## config.mk

```make
export PLATFORM = sky130hd
export DESIGN_NAME = mpd_ram_port
export DESIGN_NICKNAME = d
export VERILOG_FILES = /design/src/include/mpd_pkg.sv /design/src/hdl/mpd_ram_port.sv /design/src/hdl/mpd_mode_decode.sv /design/src/hdl/mpd_serial_ptr.sv
export VERILOG_INCLUDE_DIRS = /design/src /design/src/include
export SDC_FILE = /design/constraint.sdc
export NUM_CORES = 1
export LEC_CHECK = 0
export ABC_AREA = 1
export BUFFER_PORTS_ARGS = -buffer_cell sky130_fd_sc_hd__buf_2
export CAP_MARGIN = 20
export CORE_AREA = 5 5 153 155
export CTS_BUF_LIST = sky130_fd_sc_hd__clkbuf_8
export DETAILED_ROUTE_END_ITERATION = 8
export DIE_AREA = 0 0 158 160
export PLACE_DENSITY = 0.61
export SYNTH_ARGS = -nofsm -noshare
export SYNTH_HDL_FRONTEND = slang
export SYNTH_SLANG_ARGS = --single-unit
```

## constraint.sdc

```tcl
create_clock -name clk_sys -period 3.06 [get_ports clk_sys]
set_input_delay 0.459 -clock clk_sys [delete_from_list [all_inputs] [get_ports clk_sys]]
set_output_delay 0.459 -clock clk_sys [all_outputs]
set_load 0.02 [all_outputs]
```

## src/include/mpd_regs.svh

```systemverilog
// Register map and reset values of the RAM-port decoder
// Assumes: included by bare name after the package
`ifndef MPD_REGS_SVH
`define MPD_REGS_SVH

// ==========================================
// Byte offsets
`define MPD_OFF_CTRL    8'h00
`define MPD_OFF_STATUS  8'h04
`define MPD_OFF_ADDR    8'h08
`define MPD_OFF_MASK    8'h0C
`define MPD_OFF_COLOR   8'h10
`define MPD_OFF_SERIAL  8'h14

// ==========================================
// Field positions
`define MPD_CTRL_EN_BIT      0
`define MPD_ST_STATE_LSB     4
`define MPD_ST_SOUT_BIT      8
`define MPD_ST_SPLIT_BIT     9
`define MPD_ST_PERSIST_BIT   10
`define MPD_ST_HALF_BIT      11
`define MPD_HI_FIELD_LSB     16

// ==========================================
// Reset values
`define MPD_CTRL_EN_RST  1'b1
`define MPD_MASK_RST     16'hFFFF
`define MPD_COLOR_RST    16'h0000
`define MPD_STOP_RST     8'hFF

`endif

```

## src/include/mpd_pkg.sv

```systemverilog
// Types shared by the RAM-port decoder files
// Assumes: compiled before all design files
package mpd_pkg;

    // ==========================================
    // Strobe and control pin levels
    typedef struct packed {
        logic ras_n;
        logic cas_n;
        logic xfer_oe_n;
        logic wel_n;
        logic weu_n;
        logic special_function_select;
    } mpd_pins_type;

    // ==========================================
    // Cycle operating modes
    typedef enum logic [3:0] {
        mode_idle,
        mode_read_write,
        mode_masked_write,
        mode_masked_block_write,
        mode_masked_flash_write,
        mode_unmasked_block_write,
        mode_mask_register_load,
        mode_color_register_load,
        mode_read_transfer,
        mode_split_read_transfer,
        mode_write_transfer,
        mode_split_write_transfer,
        mode_refresh_reset_options,
        mode_refresh_set_stop,
        mode_refresh_keep_options
    } mpd_mode_type;

    typedef enum logic [1:0] {
        st_standby,
        st_row,
        st_col
    } mpd_state_type;

endpackage

```

## src/hdl/mpd_ram_port.sv

```systemverilog
// RAM-port cycle decoder with AHB-Lite status and control
// Assumes: pins synchronous to clk_sys; single AHB master
`timescale 1ns/1ps
`default_nettype none
`include "mpd_regs.svh"
module mpd_ram_port #(
    parameter int ADDR_W = 9,
    parameter int DQ_W   = 16
) (
    input  wire logic                  clk_sys,
    input  wire logic                  nrst,
    input  wire mpd_pkg::mpd_pins_type pins,
    input  wire logic [ADDR_W-1:0]     addr,
    input  wire logic [DQ_W-1:0]       dq_in,
    input  wire logic                  serial_shift_clock,
    input  wire logic                  serial_port_enable_n,
    input  wire logic                  hsel,
    input  wire logic [31:0]           haddr,
    input  wire logic [1:0]            htrans,
    input  wire logic                  hwrite,
    input  wire logic [2:0]            hsize,
    input  wire logic [31:0]           hwdata,
    input  wire logic                  hready,
    output logic                       hreadyout,
    output logic                       hresp,
    output logic [31:0]                hrdata,
    output mpd_pkg::mpd_mode_type      cycle_mode,
    output logic [ADDR_W-1:0]          row_addr,
    output logic [ADDR_W-1:0]          col_addr,
    output logic [DQ_W-1:0]            write_mask,
    output logic [DQ_W-1:0]            block_column_mask,
    output logic [DQ_W-1:0]            color_value,
    output logic                       transfer_start,
    output logic                       transfer_to_serial,
    output logic                       ram_output_enable,
    output logic                       serial_output_mode,
    output logic [ADDR_W-1:0]          serial_pointer,
    output logic                       split_half_indicator,
    output logic                       split_half_oe_n
);
    import mpd_pkg::*;

    if (ADDR_W != 9 || DQ_W != 16) begin : g_chk
        $error("mpd_ram_port: only 9 address and 16 data bits");
    end

    // ==========================================
    // Edge detection
    logic ras_prev_q;
    logic cas_prev_q;
    logic sclk_prev_q;
    logic en_q;

    wire ras_fall = ras_prev_q & ~pins.ras_n & en_q;
    wire cas_fall = cas_prev_q & ~pins.cas_n;
    wire step     = ~sclk_prev_q & serial_shift_clock;

    always_ff @(posedge clk_sys or negedge nrst) begin
        if (!nrst) begin
            ras_prev_q  <= 1'b1;
            cas_prev_q  <= 1'b1;
            sclk_prev_q <= 1'b0;
        end else begin
            ras_prev_q  <= pins.ras_n;
            cas_prev_q  <= pins.cas_n;
            sclk_prev_q <= serial_shift_clock;
        end
    end

    // ==========================================
    // Cycle state and sampled levels
    mpd_state_type st_q;
    mpd_state_type st_d;
    mpd_pins_type  lv_q;
    mpd_mode_type  mode_q;
    mpd_mode_type  dec_mode;

    wire mpd_pins_type lv_sel = ras_fall ? pins : lv_q;
    wire col_edge = cas_fall & (st_q != st_standby);
    wire we_low   = ~lv_sel.wel_n | ~lv_sel.weu_n;
    wire masked   = we_low & lv_sel.cas_n;

    mpd_mode_decode u_dec (
        .lv      (lv_sel),
        .dsf_col (pins.special_function_select),
        .mode    (dec_mode)
    );

    assign st_d = pins.ras_n ? st_standby
                : ras_fall   ? st_row
                : col_edge   ? st_col : st_q;

    always_ff @(posedge clk_sys or negedge nrst) begin
        if (!nrst) begin
            st_q   <= st_standby;
            lv_q   <= '1;
            mode_q <= mode_idle;
        end else begin
            st_q <= st_d;
            if (pins.ras_n)
                mode_q <= mode_idle;
            else if (ras_fall | col_edge)
                mode_q <= dec_mode;
            if (ras_fall)
                lv_q <= pins;
        end
    end

    // ==========================================
    // Decoded mode terms
    wire is_cbr     = ras_fall & ~pins.cas_n;
    wire is_xfer    = ras_fall & pins.cas_n & ~pins.xfer_oe_n;
    wire opt_reset  = is_cbr & (dec_mode == mode_refresh_reset_options);
    wire opt_stop   = is_cbr & (dec_mode == mode_refresh_set_stop);
    wire mask_load  = col_edge & (dec_mode == mode_mask_register_load);
    wire color_load = col_edge & (dec_mode == mode_color_register_load);
    wire blk_load   = col_edge & ((dec_mode == mode_masked_block_write)
                    | (dec_mode == mode_unmasked_block_write));
    wire ptr_load   = col_edge & ((dec_mode == mode_read_transfer)
                    | (dec_mode == mode_write_transfer));

    // ==========================================
    // Address latches
    logic [ADDR_W-1:0] row_q;
    logic [ADDR_W-1:0] col_q;

    always_ff @(posedge clk_sys or negedge nrst) begin
        if (!nrst) begin
            row_q <= '0;
            col_q <= '0;
        end else begin
            if (ras_fall)
                row_q <= addr;
            if (col_edge)
                col_q <= addr;
        end
    end

    // ==========================================
    // Mask, color and option registers
    logic [DQ_W-1:0] mask_q;
    logic [DQ_W-1:0] color_q;
    logic [DQ_W-1:0] blk_q;
    logic [7:0]      stop_q;
    logic            persist_q;
    logic            split_q;
    logic            sout_q;
    logic            xfer_q;
    logic            to_ser_q;
    logic            oe_q;

    wire new_mask = ras_fall & masked & ~persist_q;
    wire oe_d     = (st_q != st_standby) & lv_q.xfer_oe_n & lv_q.cas_n
                  & ~pins.xfer_oe_n & ~pins.cas_n & ~pins.ras_n;

    always_ff @(posedge clk_sys or negedge nrst) begin
        if (!nrst) begin
            mask_q    <= `MPD_MASK_RST;
            persist_q <= 1'b0;
            stop_q    <= `MPD_STOP_RST;
            split_q   <= 1'b0;
        end else if (opt_reset) begin
            mask_q    <= `MPD_MASK_RST;
            persist_q <= 1'b0;
            stop_q    <= `MPD_STOP_RST;
            split_q   <= 1'b0;
        end else begin
            if (new_mask | mask_load) begin
                mask_q    <= dq_in;
                persist_q <= 1'b1;
            end
            if (opt_stop)
                stop_q <= addr[7:0];
            if (is_xfer)
                split_q <= pins.special_function_select;
        end
    end

    always_ff @(posedge clk_sys or negedge nrst) begin
        if (!nrst) begin
            color_q  <= `MPD_COLOR_RST;
            blk_q    <= '1;
            sout_q   <= 1'b1;
            xfer_q   <= 1'b0;
            to_ser_q <= 1'b0;
            oe_q     <= 1'b0;
        end else begin
            if (color_load)
                color_q <= dq_in;
            if (blk_load)
                blk_q <= dq_in;
            if (is_xfer) begin
                sout_q   <= ~we_low;
                to_ser_q <= ~we_low;
            end
            xfer_q <= is_xfer;
            oe_q   <= oe_d;
        end
    end

    // ==========================================
    // Serial pointer
    logic [ADDR_W-1:0] ptr_q;

    mpd_serial_ptr #(
        .PTR_W (ADDR_W)
    ) u_ptr (
        .clk_sys  (clk_sys),
        .nrst     (nrst),
        .step     (step),
        .load     (ptr_load),
        .load_val (addr),
        .split_en (split_q),
        .stop     (stop_q),
        .ptr_q    (ptr_q)
    );

    // ==========================================
    // Device outputs
    wire mode_masked = (mode_q == mode_masked_write)
                     | (mode_q == mode_masked_block_write)
                     | (mode_q == mode_masked_flash_write)
                     | (mode_q == mode_write_transfer)
                     | (mode_q == mode_split_write_transfer);

    assign cycle_mode           = mode_q;
    assign row_addr             = row_q;
    assign col_addr             = col_q;
    assign write_mask           = mode_masked ? mask_q : '1;
    assign block_column_mask    = blk_q;
    assign color_value          = color_q;
    assign transfer_start       = xfer_q;
    assign transfer_to_serial   = to_ser_q;
    assign ram_output_enable    = oe_q;
    assign serial_output_mode   = sout_q;
    assign serial_pointer       = ptr_q;
    assign split_half_indicator = ptr_q[ADDR_W-1];
    assign split_half_oe_n      = serial_port_enable_n;

    // ==========================================
    // AHB-Lite slave, zero wait
    wire       take    = hsel & htrans[1] & hready;
    wire       wr_ctrl = take & hwrite & (haddr[7:0] == `MPD_OFF_CTRL);
    logic      wr_q;
    logic [31:0] rd_q;
    logic [31:0] rd_d;

    wire [31:0] st_word = {20'h0_0000, split_half_indicator, persist_q,
                           split_q, sout_q, 2'b00, st_q, mode_q};

    always_comb begin
        unique case (haddr[7:0])
            `MPD_OFF_CTRL:   rd_d = {31'h0000_0000, en_q};
            `MPD_OFF_STATUS: rd_d = st_word;
            `MPD_OFF_ADDR:   rd_d = {7'h00, col_q, 7'h00, row_q};
            `MPD_OFF_MASK:   rd_d = {16'h0000, mask_q};
            `MPD_OFF_COLOR:  rd_d = {16'h0000, color_q};
            `MPD_OFF_SERIAL: rd_d = {8'h00, stop_q, 7'h00, ptr_q};
            default:         rd_d = 32'h0000_0000;
        endcase
    end

    always_ff @(posedge clk_sys or negedge nrst) begin
        if (!nrst) begin
            wr_q <= 1'b0;
            rd_q <= 32'h0000_0000;
            en_q <= `MPD_CTRL_EN_RST;
        end else begin
            wr_q <= wr_ctrl;
            if (take & ~hwrite)
                rd_q <= rd_d;
            if (wr_q)
                en_q <= hwdata[`MPD_CTRL_EN_BIT];
        end
    end

    assign hreadyout = 1'b1;
    assign hresp     = 1'b0;
    assign hrdata    = rd_q;
endmodule // mpd_ram_port
`default_nettype wire

```

## src/hdl/mpd_mode_decode.sv

```systemverilog
// Operating mode decode from strobe-edge levels
// Assumes: levels already captured on the strobe edges
`timescale 1ns/1ps
`default_nettype none
module mpd_mode_decode (
    input  wire mpd_pkg::mpd_pins_type lv,
    input  wire logic                  dsf_col,
    output mpd_pkg::mpd_mode_type      mode
);
    import mpd_pkg::*;

    // ==========================================
    // Level terms
    wire we_low = ~lv.wel_n | ~lv.weu_n;
    wire cbr    = ~lv.cas_n;
    wire xfer   = ~lv.xfer_oe_n;

    always_comb begin
        if (cbr) begin
            if (!lv.special_function_select)
                mode = we_low ? mode_refresh_keep_options
                              : mode_refresh_reset_options;
            else
                mode = we_low ? mode_refresh_set_stop
                              : mode_refresh_keep_options;
        end else if (xfer) begin
            unique case ({we_low, lv.special_function_select})
                2'b00: mode = mode_read_transfer;
                2'b01: mode = mode_split_read_transfer;
                2'b10: mode = mode_write_transfer;
                2'b11: mode = mode_split_write_transfer;
            endcase
        end else if (lv.special_function_select) begin
            if (we_low)
                mode = mode_masked_flash_write;
            else
                mode = dsf_col ? mode_color_register_load
                               : mode_mask_register_load;
        end else if (we_low) begin
            mode = dsf_col ? mode_masked_block_write : mode_masked_write;
        end else begin
            mode = dsf_col ? mode_unmasked_block_write : mode_read_write;
        end
    end
endmodule // mpd_mode_decode
`default_nettype wire

```

## src/hdl/mpd_serial_ptr.sv

```systemverilog
// Serial memory address pointer with split stops
// Assumes: shift step is a one-cycle pulse per shift clock rise
`timescale 1ns/1ps
`default_nettype none
module mpd_serial_ptr #(
    parameter int PTR_W = 9
) (
    input  wire logic             clk_sys,
    input  wire logic             nrst,
    input  wire logic             step,
    input  wire logic             load,
    input  wire logic [PTR_W-1:0] load_val,
    input  wire logic             split_en,
    input  wire logic [PTR_W-2:0] stop,
    output logic      [PTR_W-1:0] ptr_q
);
    import mpd_pkg::*;

    if (PTR_W < 2) begin : g_chk
        $error("mpd_serial_ptr: PTR_W too small");
    end

    // ==========================================
    // Pointer next value
    wire             at_stop = split_en & (ptr_q[PTR_W-2:0] == stop);
    wire [PTR_W-1:0] ptr_inc = ptr_q + {{(PTR_W-1){1'b0}}, 1'b1};
    wire [PTR_W-1:0] ptr_jmp = {~ptr_q[PTR_W-1], {(PTR_W-1){1'b0}}};
    wire [PTR_W-1:0] ptr_d   = load ? load_val
                             : at_stop ? ptr_jmp : ptr_inc;

    always_ff @(posedge clk_sys or negedge nrst) begin
        if (!nrst)
            ptr_q <= '0;
        else if (load | step)
            ptr_q <= ptr_d;
    end
endmodule // mpd_serial_ptr
`default_nettype wire

```

# Word level (Yosys, flattened, before mapping)
# Index checks and enable logic that the tools add are counted.
[totals]
input_bits = 107
ff_bits = 137
elab_cells = 135
out_inout_bits = 119
[classes]
reduce_logical = 8
n_mux = 30
bitwise_logic = 48
eq_ne = 22
addsub = 1
[op_table]
columns = ["cell", "count"]
rows = [
  ["one-hot mux 25 bit (6 select lines)", 1],
  ["two-way mux 16 bit", 3],
  ["two-way mux 4 bit", 8],
  ["bitwise AND 1 bit", 28],
  ["== test 4 bit, second input constant", 6],
  ["two-way mux 9 bit", 2],
  ["== test 4 x 3 -> 1 bit, second input constant", 4],
  ["== test 8 x 4 -> 1 bit, second input constant", 2],
  ["== test 8 x 5 -> 1 bit, second input constant", 2],
  ["two-way mux 8 bit", 2],
  ["one-hot mux 4 bit (4 select lines)", 1],
  ["== test 4 x 2 -> 1 bit, second input constant", 3],
  ["two-way mux 2 bit", 5],
  ["NOT 1 bit", 10],
  ["bitwise OR 1 bit", 10],
  ["nonzero test 2 bit", 5],
  ["adder 9 x 1 -> 9 bit, second input constant", 1],
  ["== test 8 x 3 -> 1 bit, second input constant", 1],
  ["== test 8 bit", 1],
  ["zero test 8 bit", 1],
  ["two-way mux 1 bit", 6],
  ["two-way mux 5 bit", 1],
  ["== test 2 bit, second input constant", 2],
  ["two-way mux 3 bit", 1],
  ["3 further kinds", 3],
]

# Longest topological paths before layout
# Gate-level depths: netlist (run 1).
[logic_depth]
ltp_word = 15
depth_mapped = 15
mapped_depth_nobuf = 14

# Cells and area by module
# From an unflattened synthesis (run 1), not the netlist that was laid out.
[hier_totals]
cells_unflattened = 838
hier_area_um2 = 6540.0
[modules_own_cells]
columns = ["mod", "area_per_inst_um2", "instances", "cells_each", "seq_area_each_um2"]
rows = [
  ["mpd_ram_port", 5625.4, 1, 688, 3115.5],
  ["mpd_serial_ptr", 783.3, 1, 126, 225.2],
  ["mpd_mode_decode", 131.4, 1, 24, 0.0],
]

# Worst setup path after synthesis (run 1)
# Ideal clock, no wire load.
[synth_path]
path_kind = "register to register"
startpoint = "register en_q"
endpoint = "register mask_q[10]"
setup_ps = 61
required_ps = 2999
synth_period_minus_slack_ps = 2121
path_slack_ps = 939
stages_incl_launch_ff = 14
path_buffers = 1
arrival_time_ps = 2061
cell_sequence = "dfstp_2 > nand2_1 > nor2_4 > nand2_1 > nand2_1 > ha_1 > nand2_1 > nand2_1 > nand3_1 > nand2_1 > nand2_4 > buf_2 > nand3_1 > nand2_1"
[synth_rtl]
columns = ["item", "line", "rtl"]
rows = [
  ["from (decl)", "mpd_ram_port.sv:52", "logic en_q;"],
  ["from (signal assigned)", "mpd_ram_port.sv:267", "en_q <= `MPD_CTRL_EN_RST;"],
  ["from (signal assigned)", "mpd_ram_port.sv:273", "en_q <= hwdata[`MPD_CTRL_EN_BIT];"],
  ["to (signal assigned)", "mpd_ram_port.sv:158", "mask_q <= `MPD_MASK_RST;"],
  ["to (signal assigned)", "mpd_ram_port.sv:163", "mask_q <= `MPD_MASK_RST;"],
  ["to (signal assigned)", "mpd_ram_port.sv:169", "mask_q <= dq_in;"],
  ["to (decl)", "mpd_ram_port.sv:141", "logic [DQ_W-1:0] mask_q;"],
]

==> summary.txt, run 1 <==
Timing
  – Min cycle time layout: 2.65 ns
  – Slew @ Worst Pin: 0.625 ns
  – Final period util: 0.867
  – Final hold violations: 0
  – RSZ-0062 raised after global routing: no
  – Total negative slack: 0 ns
  – Worst relative slew slack: 0.583
  – Final Max Slew Viols: 0
  – Setup violations, final: 0
  – Clock skew: 0.0112 ns
  – Fmax: around 380 MHz

Detailed routing
  – Drt total wl: 21700 µm
  – Residual DRC: 0
  – 1st-iter DRT viols: between 400 and 500
  – Final antenna-violating net count: 0
  – Drt wl/cell: between 15 and 20 µm
  – Vias per inst: 4.71
  – DR pass1 iterations: 5
  – Via Count: 5995

Job
  – Max Cap Viol: 0

Synthesis
  – Synth unique cells: 37
  – Seq/Total Area, Yosys: 0.513
  – Syn Std Cell Area: 6470 µm²
  – Post-Syn Instances: 820
  – Post-synth EDFFs: 0
  – Seq cells post-synth: 130
  – Total number of yosys warnings: 0
  – FFs w/ async S/R, synth: 1.00
  – Ys flop type: dfrtp_1
  – Synthesized area per cell: 7.89 µm²

Global routing
  – First-pass GRT wire length: 33800 µm
  – GR Overflow Total: 0
  – Largest net degree at the start of global routing: 78
  – Number of global-route vias before repair: between 5000 and 6000
  – Initial antenna violation count: 0
  – Total GRT Usage: 0.173

Min path
  – HP Class: in2reg
  – Worst hold stages: 1

Floorplan
  – Die height: 160 µm
  – Core footprint: 21700 µm²
  – Io pins: 226
  – Initial Utilization: 0.298
  – Row count: 54
  – Die W: 158 µm
  – Die area: around 25000 µm²

Setup path
  – Worst Path Required: 3.40 ns
  – Startpoint Class: register
  – CP max-delay cell: dfstp_2
  – CP bufs+invs: 0
  – R2R cell count: 13
  – Worst Setup End Kind: register
  – Setup CP Type: reg2reg
  – Worst Path Max Fanout: 18
  – Top cell by count, worst path: nand2_1
  – Worst R2R Setup Slack: between 0.4 and 0.5 ns
  – Cell Chain, Critical Path: nand2_1, nor2_4, nand2_1, nand2_1, ha_1, nand2_1, nand2_1, nand3_1, nand2_1, nand2_4, nand2_4, nand2_1, nand2_1
  – Family with the most delay on the worst path: simple AND/OR/NAND/NOR gates
  – Critical path depth: 13
  – Crit path DAT: 3.00 ns
  – Critical path's largest stage delay: 0.64 ns

Placement
  – Final Wtd Congestion: 0.910
  – Placed Area: 7550 µm²
  – Port-buffer cells: 155
  – DP Wirelength: 16700 µm

Outcome
  – Run status: finished clean

CTS
  – TritonCTS clock tree: done
  – Clk_lat worst skew: ~0.45 ns
  – Clk root buf: clkbuf_8
  – CTS sink cnt: 130
  – Clock transition at path regs: ~0.070 ns
  – Post-cts repair resize count: 0
  – Clock Tree Buf Depth: 2
  – H-tree levels: 4
  – CTS buffer count: 17
  – Postcts setup bufs: 0
  – Hold buffers post-CTS: 1

Finish
  – Antenna Cells: 0
  – Synthesis-to-finish area growth: 23.5%
  – Proportion of layout cells with a drive suffix above 1: 0.288
  – Final Cell Area: about 8000 µm²
  – Nets: 1090
  – Final Core Density: 0.368

Power
  – Pwr Density: between 700 and 800 nW/µm²
  – Total Power: 5760 µW
  – Leak: 0.00422 µW
  – Worst IR Drop VDD: 0.260 mV
==> per-layer routing <==
layer	up-vias	wire, µm	GRT usage
li1	2940	-	-
met1	2803	9820	0.237
met2	210	9690	0.262
met3	42	1490	0.0425
met4	0	732	0.0698
met5	-	0	0
==> worst register-to-register path: stages (launching register included) <==
cell and delay [ns]:
dfstp_2 0.64, nand2_1 0.12, nor2_4 0.22, nand2_1 0.08, nand2_1 0.14, ha_1 0.27
nand2_1 0.11, nand2_1 0.12, nand3_1 0.18, nand2_1 0.12, nand2_4 0.21, nand2_4 0.18
nand2_1 0.11, nand2_1 0.05
==> flip-flops by register name (all words and copies together) (netlist names), 2 cells and up <==
| register | count |
|---|---|
| row_addr | 9 |
| color_value | 16 |
| st_q | 2 |
| u_ptr.ptr_q | 9 |
| block_column_mask | 16 |
| lv_q | 5 |
| stop_q | 8 |
| col_addr | 9 |
| cycle_mode | 4 |
| mask_q | 16 |
| hrdata | 25 |
==> metrics by stage <==
step | hold WS [ns] | instances | setup WS (ns)
after CTS | 0.0988 | 1274 | 0.421
final | 0.124 | 1274 | 0.408
after global routing | 0.0864 | 1274 | 0.226
after floorplan | 0.163 | 827 | 0.939
after global placement | 0.427 | 1241 | 0.443
after detailed placement | 0.418 | 1241 | 0.423
==> cell usage in the layout, fill, tap and decap left out, types with 2 or more instances in the layout <==
cell type / synthesis / routed
bufinv_16: 0 / 3
nand2_2: 5 / 5
o21ai_1: 6 / 6
nand3_1: 62 / 62
inv_2: 2 / 2
a21boi_0: 2 / 2
a21oi_1: 11 / 11
nor2_4: 2 / 2
dfrtp_1: 81 / 81
o31ai_1: 2 / 2
nand2_4: 3 / 3
o22ai_1: 19 / 19
clkbuf_8: 0 / 21
buf_4: 12 / 16
nand2_1: 281 / 281
o21ai_0: 77 / 77
nor2_1: 36 / 35
dfstp_2: 49 / 49
inv_1: 86 / 87
nor3_1: 4 / 4
buf_2: 7 / 154
a21o_1: 2 / 2
conb_1: 2 / 9
nand3_2: 2 / 2
xnor2_1: 2 / 2
or2_2: 17 / 17
nand4_1: 19 / 19
ha_1: 2 / 2
clkinv_2: 0 / 5
clkinvlp_4: 0 / 2
==> Yosys cell counts, types with 3 or more instances <==
cell / count / area share
nand3_1: 62 / 0.048
o22ai_1: 19 / 0.018
a21oi_1: 11 / 0.0085
inv_1: 86 / 0.050
o21ai_0: 77 / 0.060
nand2_2: 5 / 0.0048
o21ai_1: 6 / 0.0046
nand2_4: 3 / 0.0052
dfstp_2: 49 / 0.20
nand2_1: 281 / 0.16
buf_4: 12 / 0.014
nor2_1: 36 / 0.021
nand4_1: 19 / 0.018
clkbuf_1: 16 / 0.0093
dfrtp_1: 81 / 0.31
nor3_1: 4 / 0.0031
or2_2: 17 / 0.016
buf_2: 7 / 0.0054
==> power breakdown <==
group	internal [µW]	switching, µW	total (µW)	leakage, µW
Clock	882	689	1570	0.000219
Sequential	2200	308	2500	0.00153
Combinational	539	1150	1690	0.00248
Total	3620	2140	5760	0.00422
==> worst paths after layout <==
path                               startpoint          end
min reg2reg                              wr_q         en_q
max reg2reg                              en_q    persist_q
min in group asynchronous                nrst  sclk_prev_q
min                        serial_shift_clock  sclk_prev_q
max                                      en_q    persist_q
max in group asynchronous                nrst   mask_q[10]
==> logic make-up after synthesis <==
group	Yosys count	share of synthesized area
buffers and inverters	126	0.0838
AO/OA/AOI/OAI	121	0.102
AND/OR/NAND/NOR	436	0.293
XOR/XNOR	3	0.00406
flip-flops	130	0.513
adder cells (fa/ha/maj)	2	0.00387
other	2	0.00116
==> layout make-up <==
class | count | area, µm²
clock buffers | 21 | 289
well taps | 280 | 350
flip-flops and latches | 130 | 3310
inverters | 89 | 334
clock inverters | 11 | 134
multi-input cells | 571 | 2650
repair buffers | 172 | 921
fillers | 2286 | 13700
No activity file was read; power rests on OpenSTA's default activity.
==> run 2: changes to the inputs <==
Settings changed: CELL_PAD_IN_SITES_DETAIL_PLACEMENT set to 1, CELL_PAD_IN_SITES_GLOBAL_PLACEMENT set to 2, CORE_AREA 5 5 153 155 to 2 2 153 155, DIE_AREA 0 0 158 160 to 0 0 155 157, PLACE_DENSITY 0.61 to 0.91.
Clock period 3.06 ns to 2.8 ns, I/O delays scaled along.
==> summary.txt, run 2 (synthesized netlist as in run 1, its figures left out) <==
Global routing
  – Largest net degree at the start of global routing: between 100 and 150
  – Number of global-route vias before repair: 6477
  – First-pass GRT wire length: roughly 36000 µm
  – Initial antenna violation count: 1
  – Total GRT Usage: 0.194
  – GR Overflow Total: 0

Detailed routing
  – Drt total wl: 23100 µm
  – Residual DRC: 0
  – Vias per inst: about 4.8
  – Via Count: 6146
  – Drt wl/cell: 18.0 µm
  – 1st-iter DRT viols: 391
  – Final antenna-violating net count: 0
  – DR pass1 iterations: 4

Finish
  – Max reg flops: 25
  – Most frequent cells in the layout: nand2_1, buf_2, inv_1
  – Synthesis-to-finish area growth: 24.1%
  – Final Cell Area: 8030 µm²
  – Most common cell after layout, fill and taps aside: nand2_1
  – Proportion of layout cells with a drive suffix above 1: 0.291
  – Nets: between 1000 and 1500

Placement
  – Final Wtd Congestion: ~0.84
  – Port-buffer cells: 155
  – Placed Area: 7580 µm²
  – DP Wirelength: 17500 µm
  – Pre-CTS WS: about 0.16 ns

Min path
  – HP Class: in2async

Floorplan
  – Initial Utilization: 0.287
  – Die area: ~24000 µm²
  – Die height: 157 µm
  – Io pins: 226
  – Core footprint: between 20000 and 25000 µm²
  – Die W: 155 µm
  – Row count: 55

CTS
  – H-tree levels: 4
  – Clk root buf: clkbuf_8
  – Clock Tree Buf Depth: 2
  – Clock transition at path regs: 0.08 ns
  – Hold buffers post-CTS: 0
  – TritonCTS clock tree: done
  – CTS buffer count: 17
  – CTS sink cnt: 130
  – Clk_lat worst skew: 0.46 ns

Timing
  – Worst relative slew slack: 0.507
  – Final hold violations: 0
  – Final period util: 0.892
  – RSZ-0062 raised after global routing: no
  – Final Max Slew Viols: 0
  – Min cycle time layout: 2.50 ns
  – Clock skew: 0.0110 ns
  – Final worst setup slack: 0.302 ns
  – Total negative slack: 0 ns
  – Setup violations, final: 0
  – Fmax: about 400 MHz
  – Slew @ Worst Pin: roughly 0.74 ns

Power
  – Pwr Density: 791 nW/µm²
  – Leak: 0.00423 µW
  – Worst IR Drop VDD: roughly 0.23 mV

Setup path
  – Setup CP Type: reg2reg
  – Worst Setup End Kind: register
  – Crit path DAT: roughly 2.9 ns
  – Worst Path Required: roughly 3.2 ns
  – Startpoint Class: register
  – Worst Path Max Fanout: 17

Job
  – Max Cap Viol: 0

Outcome
  – Run status: finished clean
-- run 2: worst max-delay path, stage by stage, from the launching register on --
cell and delay, ns:
dfstp_2 0.65, nand2_1 0.13, nor2_4 0.14, nand2_1 0.06
nand2_1 0.14, ha_1 0.27, nand2_1 0.10, nand2_1 0.13
nand3_1 0.17, nand2_1 0.11, nand2_4 0.09, buf_4 0.24
nand3_1 0.11, nand2_1 0.08
-- run 2: power by group --
part           internal (µW)  switching, µW
Sequential              2400            369
Clock                    953            764
Combinational            595           1260
Total                   3950           2400
-- run 2: metal layers --
layer	wire [µm]	up-vias	track usage
li1	-	2941	-
met1	10300	2999	0.242
met2	11000	156	0.323
met3	1030	50	0.0446
met4	808	0	0.0864
met5	0	-	0
-- run 2: worst paths after layout --
check                                       from                    end  slack, ns  cells after the start
min reg2reg                block_column_mask[14]  block_column_mask[14]       0.47                      2
max reg2reg                                 en_q              mask_q[8]       0.30                     13
max                                         en_q              mask_q[8]       0.30                     13
max in group asynchronous                   nrst         color_value[0]       2.18                      2
min in group clk_sys          serial_shift_clock            sclk_prev_q       0.09                      1
min                                         nrst         transfer_start       0.03                      2
-- run 2: what timing repair did --
action / 4_1_cts / 5_1_grt
setup buffers: 0 / 1
gates resized for setup: 0 / 1
setup endpoints to repair: 0 / 25
-- run 2: cell type report --
class                      instances  area (µm²)
fill                            2752       14500
multi-input combinational        571        2650
timing repair buffer             175         941
clock buffer                      24         330
inverter                          89         334
clock inverter                     8        97.6
tap                              285         357
sequential                       130        3310
antenna                            1        2.50
-- run 2: stage by stage --
stage / power (µW) / hold WS [ns] / util / std cells
final: 6350 / 0.0328 / 0.357 / 1283
after detailed placement: 4670 / 0.446 / 0.337 / 1249
after CTS: 6400 / 0.0607 / 0.356 / 1281
after global placement: 4600 / 0.445 / 0.337 / 1249
after floorplan: 3870 / 0.124 / - / 827
after global routing: 6720 / 0.0606 / 0.357 / 1283
==> run 3: changes to the inputs <==
Settings changed: CORE_AREA 2 2 153 155 to 2 2 154 156, DIE_AREA 0 0 155 157 to 0 0 156 158, SYNTH_HIERARCHICAL set to 1.
==> summary.txt, run 3 <==
Outcome
  – Run status: finished clean

Finish
  – Nets: 1114
  – Most common cell after layout, fill and taps aside: nand2_1
  – Final Cell Area: 8150 µm²
  – Max reg flops: 25
  – Antenna Cells: 0
  – Final Core Density: 0.354
  – Most frequent cells in the layout: nand2_1, buf_2, inv_1
  – Synthesis-to-finish area growth: 25.3%
  – Proportion of layout cells with a drive suffix above 1: 0.304

Synthesis
  – Total number of yosys warnings: 6
  – Post-Syn Instances: 835
  – Synthesized area per cell: 7.79 µm²
  – Syn Std Cell Area: 6510 µm²

Detailed routing
  – Met1 wire length: 10100 µm
  – Via Count: a little over 6000
  – Drt wl/cell: 17.2 µm
  – Drt total wl: 22500 µm
  – Final antenna-violating net count: 0
  – Vias per inst: 4.66
  – DR pass1 iterations: 4
  – Met3 wire length: 1260 µm
  – Met2 routed WL: 10900 µm
  – Residual DRC: 0
  – 1st-iter DRT viols: 264
  – Top layer used by detailed routing: met5

CTS
  – Hold buffers post-CTS: 0
  – CTS sink cnt: between 100 and 150
  – Clock Tree Buf Depth: 2
  – H-tree levels: 4
  – Clock transition at path regs: 0.10 ns
  – TritonCTS clock tree: done
  – CTS buffer count: 17
  – Clk_lat worst skew: 0.47 ns
  – Clk root buf: clkbuf_8

Floorplan
  – Die area: 24600 µm²
  – Core footprint: between 20000 and 25000 µm²
  – Die W: 156 µm
  – Die height: between 150 and 200 µm
  – Row count: 56
  – Io pins: 226
  – Initial Utilization: 0.282

Power
  – Pwr Density: roughly 540 nW/µm²
  – Worst IR Drop VDD: about 0.28 mV
  – Leak: 0.00437 µW

Global routing
  – Initial antenna violation count: 1
  – Largest net degree at the start of global routing: 53
  – Number of global-route vias before repair: 6390
  – GR Overflow Total: 0
  – First-pass GRT wire length: 35500 µm
  – Total GRT Usage: 0.188

Timing
  – Worst relative slew slack: 0.482
  – Slew @ Worst Pin: 0.777 ns
  – Fmax: 384 MHz
  – Final hold violations: 0
  – RSZ-0062 raised after global routing: no
  – Min cycle time layout: ~2.6 ns
  – Hold Slack: 0.000823 ns
  – Final Max Slew Viols: 0
  – Final period util: 0.930
  – Setup violations, final: 0
  – Clock skew: 0.0163 ns

Setup path
  – Startpoint Class: register
  – Worst Setup End Kind: register
  – RR Startpoint: ras_prev_q
  – Worst R2R Setup Slack: 0.20 ns
  – Crit path DAT: about 3.0 ns
  – Setup CP Type: reg2reg
  – Worst Path Max Fanout: 6
  – Worst r2r dst: u_ptr/ptr_q[6]
  – R2R cell count: 21
  – Worst Path Required: 3.16 ns

Placement
  – Placed Area: 7650 µm²
  – Port-buffer cells: 155
  – Final Wtd Congestion: 0.820
  – DP Wirelength: 17300 µm

Job
  – Max Cap Viol: 0

Min path
  – HP Class: in2async
run 3: layer usage:
layer / global-route usage / up-vias
li1: - / 2948
met1: 0.243 / 2972
met2: 0.316 / 151
met3: 0.0454 / 18
met4: 0.0476 / 2
met5: 0 / -
run 3: worst max-delay path: stages (launching register included):
cell and delay (ns):
dfstp_2 0.55, nand2_2 0.06, nor2_4 0.13, nand2_1 0.09, nand2_2 0.08, nand2_2 0.09, ha_1 0.20, inv_1 0.05
nor2_1 0.04, a21oi_2 0.15, nand2_2 0.09, inv_2 0.07, nand3_2 0.07, nor2_2 0.12, buf_4 0.16, nor2_8 0.05
inv_2 0.08, nand3_2 0.09, nor2_1 0.13, nand2_1 0.07, nand3_2 0.09, nand2_1 0.05
run 3: final cells by class:
cell class / count / area, µm²
inverters: 99 / 372
repair buffers: 185 / 1020
well taps: 290 / 363
clock inverters: 15 / 180
flip-flops and latches: 130 / 3310
multi-input cells: 571 / 2670
clock buffers: 17 / 234
fillers: 2842 / 14900
run 3: stage by stage:
step | TNS, ns | cells | total power [µW] | setup WS [ns]
finish | 0 | 1307 | 4420 | 0.197
global route | 0 | 1307 | 4630 | 0.00640
CTS | 0 | 1305 | 4460 | 0.0303
detailed placement | -0.0702 | 1271 | 2750 | -0.0541
global placement | 0 | 1271 | 2740 | 0.114
floorplan | 0 | 842 | 2450 | 0.00632
run 3: how the worst max path moves through the flow:
| stage | slack, ns | to | from |
|---|---|---|---|
| 4_1_cts | 0.03 | u_ptr/ptr_q[6] | ras_prev_q |
| 3_5_place_dp | -0.05 | u_ptr/ptr_q[6] | pins[5] |
| 5_1_grt | 0.006 | u_ptr/ptr_q[6] | ras_prev_q |
| 2_1_floorplan | 0.006 | u_ptr/ptr_q[6] | en_q |
| 3_3_place_gp | 0.11 | u_ptr/ptr_q[6] | ras_prev_q |
| 6_report | 0.20 | u_ptr/ptr_q[6] | ras_prev_q |
run 3: where the power goes:
part	internal (µW)	total, µW	switching [µW]
clock	763	1690	928
combinational	199	642	443
sequential	1950	2080	131
total	2910	4420	1500
run 3: repair_timing:
item / 4_1_cts / 5_1_grt
gates resized for setup: 2 / 17
setup buffers: 2 / 2
endpoints found under the setup margin: 4 / 46
pin swaps: 1 / 5
